[src/common/scr_pkg.sv]
// package of register map constants for the sensor conditioner register bank
// What this block does
// 8-bit gain register at 0x0E, read/write
// read-only calibrated pressure at 0x0F
// read-only calibrated temperature at 0x11
// 5-bit temperature setup at 0x13, resets zero
// 3-bit offset cancel setup at 0x14
// 2-bit analog bandwidth select at 0x15
// 16-bit volatile zero offset override at 0x1A
// 1-bit override apply select at 0x1C
// 4-bit output pin signal select at 0x1E
// prototyping address, write word, read word
// configuration word 16 bits, all writable except reserved bit 6
// configuration field layout, bit 15 down to 0
// shutdown over power-line link cannot be left
// bit 0 steers amplifier input mux
// 3-bit alert mode field selects alert behaviour
// address first, then one or two data bytes
// shutdown kills analog, serial links keep answering
// alert codes: interrupt, pwm, four thresholds
// read-only writes ignored, reserved bit reads zero
// reset loads power-on values, upper bits zero
package scr_pkg;
	// register offsets
	localparam logic [7:0] ADDR_CONFIG     = 8'h00;
	localparam logic [7:0] ADDR_TGAIN      = 8'h0E;
	localparam logic [7:0] ADDR_CALP       = 8'h0F;
	localparam logic [7:0] ADDR_CALT       = 8'h11;
	localparam logic [7:0] ADDR_TSETUP     = 8'h13;
	localparam logic [7:0] ADDR_OFSCAN     = 8'h14;
	localparam logic [7:0] ADDR_ABW        = 8'h15;
	localparam logic [7:0] ADDR_ZOVR       = 8'h1A;
	localparam logic [7:0] ADDR_ZSEL       = 8'h1C;
	localparam logic [7:0] ADDR_OUTSEL     = 8'h1E;
	localparam logic [7:0] ADDR_NVINIT_A   = 8'h9B;
	localparam logic [7:0] ADDR_NVINIT_B   = 8'h9D;
	localparam logic [7:0] ADDR_AUX1       = 8'h9F;
	localparam logic [7:0] ADDR_AUX2       = 8'hA0;
	localparam logic [7:0] ADDR_NVCTRL     = 8'hA2;
	localparam logic [7:0] ADDR_NVSTATE    = 8'hA3;
	localparam logic [7:0] ADDR_PWADDR     = 8'hA4;
	localparam logic [7:0] ADDR_PWWORD     = 8'hA5;
	localparam logic [7:0] ADDR_PRWORD     = 8'hA7;
	localparam logic [7:0] ADDR_BURNCNT    = 8'hA9;
	localparam logic [7:0] ADDR_NVINIT_C   = 8'hAB;
	localparam logic [7:0] ADDR_NVINIT_D   = 8'hAD;
	localparam logic [7:0] ADDR_NVDATA     = 8'hAF;
	localparam logic [7:0] ADDR_NVADDR     = 8'hB1;
	// configuration field positions
	localparam int CFG_NVEN_BIT     = 15;
	localparam int CFG_TBYP_BIT     = 14;
	localparam int CFG_PBYP_BIT     = 13;
	localparam int CFG_DFILT_HI     = 12;
	localparam int CFG_DFILT_LO     = 10;
	localparam int CFG_REFSEL_BIT   = 9;
	localparam int CFG_RESSEL_BIT   = 8;
	localparam int CFG_SHDN_BIT     = 7;
	localparam int CFG_RSVD_BIT     = 6;
	localparam int CFG_TCUR_HI      = 5;
	localparam int CFG_TCUR_LO      = 4;
	localparam int CFG_ALERT_HI     = 3;
	localparam int CFG_ALERT_LO     = 1;
	localparam int CFG_MUX_BIT      = 0;
	// writable mask of the configuration word, reserved bit cleared
	localparam logic [15:0] CFG_WMASK = 16'hFFBF;
	// reset values
	localparam logic [15:0] RST_WORD  = 16'h0000;
	localparam logic [7:0]  RST_BYTE  = 8'h00;
	// alert mode encodings
	typedef enum logic [2:0]
	{
		ALM_INTR  = 3'h0,
		ALM_PWM   = 3'h1,
		ALM_CASE1 = 3'h2,
		ALM_CASE2 = 3'h3,
		ALM_CASE3 = 3'h4,
		ALM_CASE4 = 3'h5,
		ALM_UNU6  = 3'h6,
		ALM_UNU7  = 3'h7
	} scr_alert_type;
endpackage

[src/hdl/scr_register_bank.sv]
// register bank of the sensor conditioner with its decoded control outputs
`timescale 1ns/100ps
module scr_register_bank
(
	// clock and reset
	input  wire logic                  clk,
	input  wire logic                  nrst,
	// register access port from the link decoders
	input  wire logic                  regWrite,
	input  wire logic                  regRead,
	input  wire logic [7:0]            regAddr,
	input  wire logic [15:0]           regWdata,
	output logic      [15:0]           regRdata,
	output logic                       regAck,
	// link in use
	input  wire logic                  powerLineLinkActive,
	// results produced by the signal chain
	input  wire logic                  calPressureValid,
	input  wire logic [15:0]           calPressure,
	input  wire logic                  calTemperatureValid,
	input  wire logic [15:0]           calTemperature,
	input  wire logic                  nvProtoReadValid,
	input  wire logic [15:0]           nvProtoReadWord,
	input  wire logic [15:0]           nvBurnCount,
	// decoded controls
	output logic      [7:0]            tempGain,
	output logic      [4:0]            tempChannelSetup,
	output logic      [2:0]            offsetCancelSetup,
	output logic      [1:0]            analogBandwidth,
	output logic      [15:0]           zeroOffsetActive,
	input  wire logic [15:0]           zeroOffsetStored,
	output logic      [3:0]            outputSelect,
	output logic                       nvMemoryEnable,
	output logic                       tempCalBypass,
	output logic                       pressCalBypass,
	output logic      [2:0]            digitalFilter,
	output logic                       referenceInputExt,
	output logic                       resistorExt,
	output logic                       shutdown,
	output logic                       analogEnable,
	output logic                       shutdownLocked,
	output logic      [1:0]            tempCurrent,
	output scr_pkg::scr_alert_type     alertMode,
	output logic                       gainAmpMuxSel,
	output logic      [7:0]            nvProtoWriteAddress,
	output logic      [15:0]           nvProtoWriteWord,
	output logic      [7:0]            nvWordAddress,
	output logic      [15:0]           nvDataWord
);
	import scr_pkg::*;

	// stored registers
	logic [15:0] config_r;          // configuration word
	logic [7:0]  tgain_r;           // temperature gain
	logic [15:0] calp_r;            // calibrated pressure capture
	logic [15:0] calt_r;            // calibrated temperature capture
	logic [4:0]  tsetup_r;          // temperature channel setup
	logic [2:0]  ofscan_r;          // offset cancel setup
	logic [1:0]  abw_r;             // analog bandwidth
	logic [15:0] zovr_r;            // volatile zero offset override
	logic        zsel_r;            // override apply select
	logic [3:0]  outsel_r;          // output pin signal select
	// nonvolatile store support words
	logic [15:0] nvinitA_r;         // nv init words
	logic [15:0] nvinitB_r;
	logic [15:0] nvinitC_r;
	logic [15:0] nvinitD_r;
	logic [7:0]  aux1_r;            // aux controls
	logic [7:0]  aux2_r;
	logic [7:0]  nvctrl_r;          // nv memory control
	logic [7:0]  nvstate_r;         // nv memory state
	logic [7:0]  pwaddr_r;          // prototyping write address
	logic [15:0] pwword_r;          // prototyping write word
	logic [15:0] prword_r;          // prototyping read word
	logic [15:0] nvdata_r;          // nv data word
	logic [7:0]  nvaddr_r;          // nv word address
	// control state and combinational helpers
	logic        lock_r;            // shutdown entered over power-line link
	logic [15:0] rdata_nxt;         // read mux value
	logic        hit_nxt;           // address decodes to a register
	logic [15:0] cfgNext;           // configuration value after a write

	// write strobe for one offset
	// decoded in one place so every register sees the same compare
	function automatic logic wr(input logic [7:0] a);
		wr = regWrite && (regAddr == a);
	endfunction

	// configuration word; once locked the shutdown bit cannot be cleared
	// reserved bit masked here so it is never stored
	always_comb
	begin
		cfgNext = regWdata & CFG_WMASK;
		// the power-line link rides on the output pin, dead in shutdown
		if (lock_r)
			cfgNext[CFG_SHDN_BIT] = 1'b1;
	end

	// configuration register
	// no strobe, no change; a write lands on the strobe edge
	always_ff @(posedge clk or negedge nrst)
	begin
		if (!nrst)
			config_r <= RST_WORD;
		else if (wr(ADDR_CONFIG))
			config_r <= cfgNext;
	end

	// shutdown lock; sticky until reset, only a power cycle frees it
	// the host loses its only path back once the output pin is dead,
	// so a set lock must never be cleared by a later write
	always_ff @(posedge clk or negedge nrst)
	begin
		if (!nrst)
			lock_r <= 1'b0;
		else if (wr(ADDR_CONFIG) && regWdata[CFG_SHDN_BIT] && powerLineLinkActive)
			lock_r <= 1'b1;
		else if (config_r[CFG_SHDN_BIT] && powerLineLinkActive)
			lock_r <= 1'b1;
	end

	// small analog setup registers; upper write bits dropped, except the override word, which keeps all 16
	always_ff @(posedge clk or negedge nrst)
	begin
		if (!nrst)
		begin
			tgain_r  <= RST_BYTE;
			tsetup_r <= RST_BYTE[4:0];
			ofscan_r <= RST_BYTE[2:0];
			abw_r    <= RST_BYTE[1:0];
			// override starts deselected, stored offset in use
			zsel_r   <= 1'b0;
			outsel_r <= RST_BYTE[3:0];
			// override word is RAM only, lost on every reset
			zovr_r   <= RST_WORD;
		end
		else
		begin
			// full byte kept; only sixteen gain codes matter downstream
			if (wr(ADDR_TGAIN))
				tgain_r <= regWdata[7:0];
			// five setup bits, rest of the byte dropped
			if (wr(ADDR_TSETUP))
				tsetup_r <= regWdata[4:0];
			// offset cancel setting, three bits
			if (wr(ADDR_OFSCAN))
				ofscan_r <= regWdata[2:0];
			// bandwidth code, two bits
			if (wr(ADDR_ABW))
				abw_r <= regWdata[1:0];
			// apply select, single bit
			if (wr(ADDR_ZSEL))
				zsel_r <= regWdata[0];
			// output pin routing code
			if (wr(ADDR_OUTSEL))
				outsel_r <= regWdata[3:0];
			// whole override word in one access
			if (wr(ADDR_ZOVR))
				zovr_r <= regWdata;
		end
	end

	// nonvolatile store support registers
	always_ff @(posedge clk or negedge nrst)
	begin
		if (!nrst)
		begin
			// init words
			nvinitA_r <= RST_WORD;
			nvinitB_r <= RST_WORD;
			nvinitC_r <= RST_WORD;
			nvinitD_r <= RST_WORD;
			// aux and store control bytes
			aux1_r    <= RST_BYTE;
			aux2_r    <= RST_BYTE;
			nvctrl_r  <= RST_BYTE;
			nvstate_r <= RST_BYTE;
			// prototyping path
			pwaddr_r  <= RST_BYTE;
			pwword_r  <= RST_WORD;
			// data and address of the store
			nvdata_r  <= RST_WORD;
			nvaddr_r  <= RST_BYTE;
		end
		else
		begin
			// first init word
			if (wr(ADDR_NVINIT_A))
				nvinitA_r <= regWdata;
			// second init word
			if (wr(ADDR_NVINIT_B))
				nvinitB_r <= regWdata;
			// third init word
			if (wr(ADDR_NVINIT_C))
				nvinitC_r <= regWdata;
			// fourth init word
			if (wr(ADDR_NVINIT_D))
				nvinitD_r <= regWdata;
			// aux control one, low byte only
			if (wr(ADDR_AUX1))
				aux1_r <= regWdata[7:0];
			// aux control two, low byte only
			if (wr(ADDR_AUX2))
				aux2_r <= regWdata[7:0];
			// store control byte
			if (wr(ADDR_NVCTRL))
				nvctrl_r <= regWdata[7:0];
			// store state byte, host writable
			if (wr(ADDR_NVSTATE))
				nvstate_r <= regWdata[7:0];
			// prototyping write address
			if (wr(ADDR_PWADDR))
				pwaddr_r <= regWdata[7:0];
			// prototyping write word
			if (wr(ADDR_PWWORD))
				pwword_r <= regWdata;
			// data word for the store
			if (wr(ADDR_NVDATA))
				nvdata_r <= regWdata;
			// word address for the store
			if (wr(ADDR_NVADDR))
				nvaddr_r <= regWdata[7:0];
		end
	end

	// result captures; host writes never reach these
	always_ff @(posedge clk or negedge nrst)
	begin
		if (!nrst)
		begin
			// results read zero until the first capture
			calp_r   <= RST_WORD;
			calt_r   <= RST_WORD;
			prword_r <= RST_WORD;
		end
		else
		begin
			// newest pressure result wins, older ones are lost
			if (calPressureValid)
				calp_r <= calPressure;
			// newest temperature result
			if (calTemperatureValid)
				calt_r <= calTemperature;
			// word read back from the store
			if (nvProtoReadValid)
				prword_r <= nvProtoReadWord;
		end
	end

	// read mux; narrow registers zero-extended
	// reads have no side effects, so a repeated read is harmless
	// the burn count is passed through live and never latched here
	always_comb
	begin
		rdata_nxt = RST_WORD;
		hit_nxt   = 1'b1;
		unique case (regAddr)
			// configuration, reserved bit masked off
			ADDR_CONFIG:   rdata_nxt = config_r & CFG_WMASK;
			// gain byte
			ADDR_TGAIN:    rdata_nxt = {8'h00, tgain_r};
			// results captured from the signal chain
			ADDR_CALP:     rdata_nxt = calp_r;
			ADDR_CALT:     rdata_nxt = calt_r;
			// temperature and offset setup
			ADDR_TSETUP:   rdata_nxt = {11'h000, tsetup_r};
			ADDR_OFSCAN:   rdata_nxt = {13'h0000, ofscan_r};
			// bandwidth and offset override
			ADDR_ABW:      rdata_nxt = {14'h0000, abw_r};
			ADDR_ZOVR:     rdata_nxt = zovr_r;
			ADDR_ZSEL:     rdata_nxt = {15'h0000, zsel_r};
			// output pin routing
			ADDR_OUTSEL:   rdata_nxt = {12'h000, outsel_r};
			// first pair of init words
			ADDR_NVINIT_A: rdata_nxt = nvinitA_r;
			ADDR_NVINIT_B: rdata_nxt = nvinitB_r;
			// aux controls
			ADDR_AUX1:     rdata_nxt = {8'h00, aux1_r};
			ADDR_AUX2:     rdata_nxt = {8'h00, aux2_r};
			// store control and state
			ADDR_NVCTRL:   rdata_nxt = {8'h00, nvctrl_r};
			ADDR_NVSTATE:  rdata_nxt = {8'h00, nvstate_r};
			// prototyping access
			ADDR_PWADDR:   rdata_nxt = {8'h00, pwaddr_r};
			ADDR_PWWORD:   rdata_nxt = pwword_r;
			ADDR_PRWORD:   rdata_nxt = prword_r;
			// live burn count
			ADDR_BURNCNT:  rdata_nxt = nvBurnCount;
			// second pair of init words
			ADDR_NVINIT_C: rdata_nxt = nvinitC_r;
			ADDR_NVINIT_D: rdata_nxt = nvinitD_r;
			// data word and word address
			ADDR_NVDATA:   rdata_nxt = nvdata_r;
			ADDR_NVADDR:   rdata_nxt = {8'h00, nvaddr_r};
			// unmapped offsets
			default:       hit_nxt   = 1'b0; // unmapped reads zero
		endcase
	end

	// registered read data and one-cycle acknowledge
	// every strobe is acked, even to read-only or unmapped offsets,
	// so a link decoder never waits on an address it got wrong
	always_ff @(posedge clk or negedge nrst)
	begin
		if (!nrst)
		begin
			regRdata <= RST_WORD;
			regAck   <= 1'b0;
		end
		else
		begin
			regAck <= regRead || regWrite;
			if (regRead)
				regRdata <= hit_nxt ? rdata_nxt : RST_WORD;
		end
	end

	// decoded controls
	// gain code straight to the temperature amplifier
	assign tempGain            = tgain_r;
	// temperature channel pin usage
	assign tempChannelSetup    = tsetup_r;
	// offset cancel setting for the calibration procedure
	assign offsetCancelSetup   = ofscan_r;
	// analog filter choice for the pressure channel
	assign analogBandwidth     = abw_r;
	// override only while selected, else the stored offset
	// switching is immediate, so load the word before the select
	assign zeroOffsetActive    = zsel_r ? zovr_r : zeroOffsetStored;
	// signal routed to the output pin
	assign outputSelect        = outsel_r;
	// store enable is active while its bit is clear
	assign nvMemoryEnable      = !config_r[CFG_NVEN_BIT]; // zero means enabled
	// raw mode for the temperature channel
	assign tempCalBypass       = config_r[CFG_TBYP_BIT];
	// raw mode for the pressure channel
	assign pressCalBypass      = config_r[CFG_PBYP_BIT];
	// averaging depth code
	assign digitalFilter       = config_r[CFG_DFILT_HI:CFG_DFILT_LO];
	// external reference when set
	assign referenceInputExt   = config_r[CFG_REFSEL_BIT];
	// external current source resistor when set
	assign resistorExt         = config_r[CFG_RESSEL_BIT];
	// shutdown request as stored
	assign shutdown            = config_r[CFG_SHDN_BIT];
	// registers keep answering in shutdown; only analog is gated
	// the serial links need no analog, so they stay awake
	assign analogEnable        = !config_r[CFG_SHDN_BIT];
	// lock flag for the link decoders
	assign shutdownLocked      = lock_r;
	// thermistor source current code
	assign tempCurrent         = config_r[CFG_TCUR_HI:CFG_TCUR_LO];
	// alert behaviour code; unused codes passed through as they are
	assign alertMode           = scr_alert_type'(config_r[CFG_ALERT_HI:CFG_ALERT_LO]);
	// amplifier input source select
	assign gainAmpMuxSel       = config_r[CFG_MUX_BIT];
	// prototyping address and word toward the store
	assign nvProtoWriteAddress = pwaddr_r;
	assign nvProtoWriteWord    = pwword_r;
	// word address and data toward the store
	assign nvWordAddress       = nvaddr_r;
	assign nvDataWord          = nvdata_r;
endmodule

[config.mk]
export PLATFORM = sky130hd
export DESIGN_NAME = scr_register_bank
export DESIGN_NICKNAME = d
export VERILOG_FILES = /design/src/common/scr_pkg.sv /design/src/hdl/scr_register_bank.sv
export SDC_FILE = /design/constraint.sdc
export NUM_CORES = 1
export LEC_CHECK = 0
export BUFFER_PORTS_ARGS = -buffer_cell sky130_fd_sc_hd__buf_2
export CORE_MARGIN = 3
export CORE_UTILIZATION = 51
export CTS_CLUSTER_SIZE = 8
export DETAILED_ROUTE_END_ITERATION = 10
export PLACE_DENSITY = 0.77
export SETUP_SLACK_MARGIN = 0.15
export SYNTH_ARGS = -nofsm -noshare
export SYNTH_HDL_FRONTEND = slang
export SYNTH_SLANG_ARGS = --single-unit
[constraint.sdc]
create_clock -name clk -period 1.5 [get_ports clk]
set_input_delay 0.3 -clock clk [delete_from_list [all_inputs] [get_ports clk]]
set_output_delay 0.3 -clock clk [all_outputs]
set_load 0.02 [all_outputs]
==> flow_summary.toml <==
[clocking]
root_buffer = "clkbuf_16"
h-tree-depth = 2
clock_latency_ns = 0.53
path_clk_slew_ns = 0.05
cts_buffer_depth = 3
cts_sinks = 264
cts_tree = "yes"
cts_buffers = 38

[synthesis]
synth.area.top_cells = "dfrtp_1, mux2_2, a22oi_1"
ys_types = 79
syn_area_per_cell_um2 = 12.7
syn_inst = 1016
ys.flop_type = "dfrtp_1"
synth_edf_count = 0
yosys.area.top_type = "dfrtp_1"
ys_seq_area_share_pct = 51.1
postSynthRegisterBits = 264
syn_nets = 1128
async_flop_share_pct = 100
synth_area_um2 = 12900
ys.warnings.count = 0
synth_top_area_share_pct = 51.1

[outcome]
status = "complete, but fails checks"
violations = "negative setup slack"

[floorplan]
initial_core_util_pct = 52.5
rows = 57
io_pins = 232
die-area_um2 = 27300
core_um2 = 24600
die_y_um = 165
fp.dieW_um = 165

[timing]
setup_violations = 39
period_needed_ns = 1.94
finalSetupTns_ns = -7.40
rsz0062_at_grt = "true"
period_share_pct = 130
clock_skew_ns = 0.0146
post-route-worst-setup-slack_ns = -0.443
relSlewSlack_pct = 59.5
max_freq_mhz = 515
finalHoldViolCount = 0
worst_pin_slew_ns = 0.606
drv_slew = 0

[global_routing]
grt-ovfl-total = 0
grt.total_usage_pct = 38.0
grt_max_degree = 70
antenna_found_initial = 1
grt_pass1_vias = 12400
grt_pass1_wl_um = 76400

[drt]
firstDrtPassIters = 6
drcViolationCount = 0
wl_per_cell_um = 29.6
vias_per_cell = 6.40
num_vias = 11900
ant_nets = 0
initialDrtViolationCount = 1382
routed_wirelength_um = 55100

[place]
dp_hpwl_um = 34300
portBuffers = 231
place.gp.congestion = 1.04
placement.cell_area_um2 = 16000
dp.cells = 1695

[final_layout]
layout_commonest_cell = "dfrtp_1"
fin_util_pct = 80.9
stdcell_count = 1861
drive_gt1_share_pct = 63.4
syn2layout_area_growth_pct = 53.9
final_cell_mix = "dfrtp_1, buf_4, mux2_2, buf_6, buf_2"
antenna_cells = 0
final_nets = 1648
final_area_um2 = 19900

[job]
maxCapViolCount = 0

[worst_setup_path]
critical_path.max_fanout = 17
critPathLaunchType = "flop"
crit_start = "zsel_r"
critPathArrivalTime_ns = 1.64
worstSetupPathType = "reg -> out"
critPathRequiredTime_ns = 1.20
r2r_start = "tempGain[0]"
worstSetupEndpointType = "primary output"

[worst_hold_path]
hp-class = "in -> reg"
hp-start = "nvProtoReadWord[9]"

[pwr]
powerDensity_nw_per_um2 = 919
peakVddDrop_mv = 0.825
p_leak_nw = 9.69
-- report_power, final --
| part | switching (mW) | internal (mW) |
|---|---|---|
| sequential | 0.319 | 7.52 |
| clock | 3.10 | 4.58 |
| combinational | 1.38 | 1.37 |
| total | 4.80 | 13.5 |
-- through the flow --
stage,hold slack [ns],power (mW),setup WS (ns)
2_1_floorplan,0.00441,8.92,-0.270
3_3_place_gp,0.196,9.94,-0.685
3_5_place_dp,0.203,9.99,-0.720
4_1_cts,0.00314,18.0,-0.406
5_1_grt,0.0104,18.7,-0.497
6_report,0.0134,18.3,-0.443
-- routing by layer --
layer | part of all wire [%] | vias to the layer above | wire length [um] | global-route usage (%)
li1 | - | 4844 | - | -
met1 | 36 | 5996 | 20000 | 46.6
met2 | 48 | 829 | 26300 | 63.2
met3 | 9.0 | 242 | 4970 | 8.03
met4 | 6.8 | 2 | 3770 | 20.0
met5 | 0.024 | - | 13 | 0
-- kinds of logic after synthesis --
kind of cell	after synthesis	share of synthesized area, %
buffers and inverters	90	4.18
AOI/OAI and AO/OA	201	11.6
DFF	264	51.1
muxes	275	24.0
and+or+nand+nor	186	9.09
-- path summary, 6_finish.rpt --
kind	endpoint	slack, ns	cells after the start
max reg2reg	regRdata[0]	-0.09	5
max	zeroOffsetActive[0]	-0.44	3
min in group asynchronous	aux1_r[1]	0.26	2
max in group asynchronous	regRdata[9]	0.53	3
min	prword_r[9]	0.01	2
min reg2reg	nvinitD_r[6]	0.50	1
-- synth_stat cells (14+ instances only) --
cell / n
nor2_1: 21
nor3_1: 14
o22ai_1: 18
nand2_1: 62
buf_4: 21
buf_2: 20
a22oi_1: 58
clkbuf_1: 22
dfrtp_1: 264
o21ai_0: 32
mux2_2: 251
nand3_1: 20
mux2i_1: 15
a32oi_1: 15
-- critical path, cell delays in order (launching register included) --
cell	delay, ns
dfrtp_1	0.38
buf_12	0.18
mux2_2	0.38
buf_4	0.17
-- layout make-up --
cell class / count / area, um^2
Timing Repair Buffer: 560 / 5100
Fill cell: 1281 / 4710
Inverter: 8 / 30.0
Clock buffer: 39 / 976
Tap cell: 324 / 405
Multi-Input combinational cell: 664 / 6740
Clock inverter: 2 / 28.8
Sequential cell: 264 / 6610
-- timing repair --
action / 4_1_cts / 5_1_grt
pin swaps: 32 / 27
cloned: 8 / 1
endpoints found under the setup margin: 310 / 292
hold buffers: 2 / 0
endpoints found under the hold margin: 64 / 0
buffers inserted: 89 / 25
gates resized for setup: 336 / 141
Power figures use the tool's default switching activity.
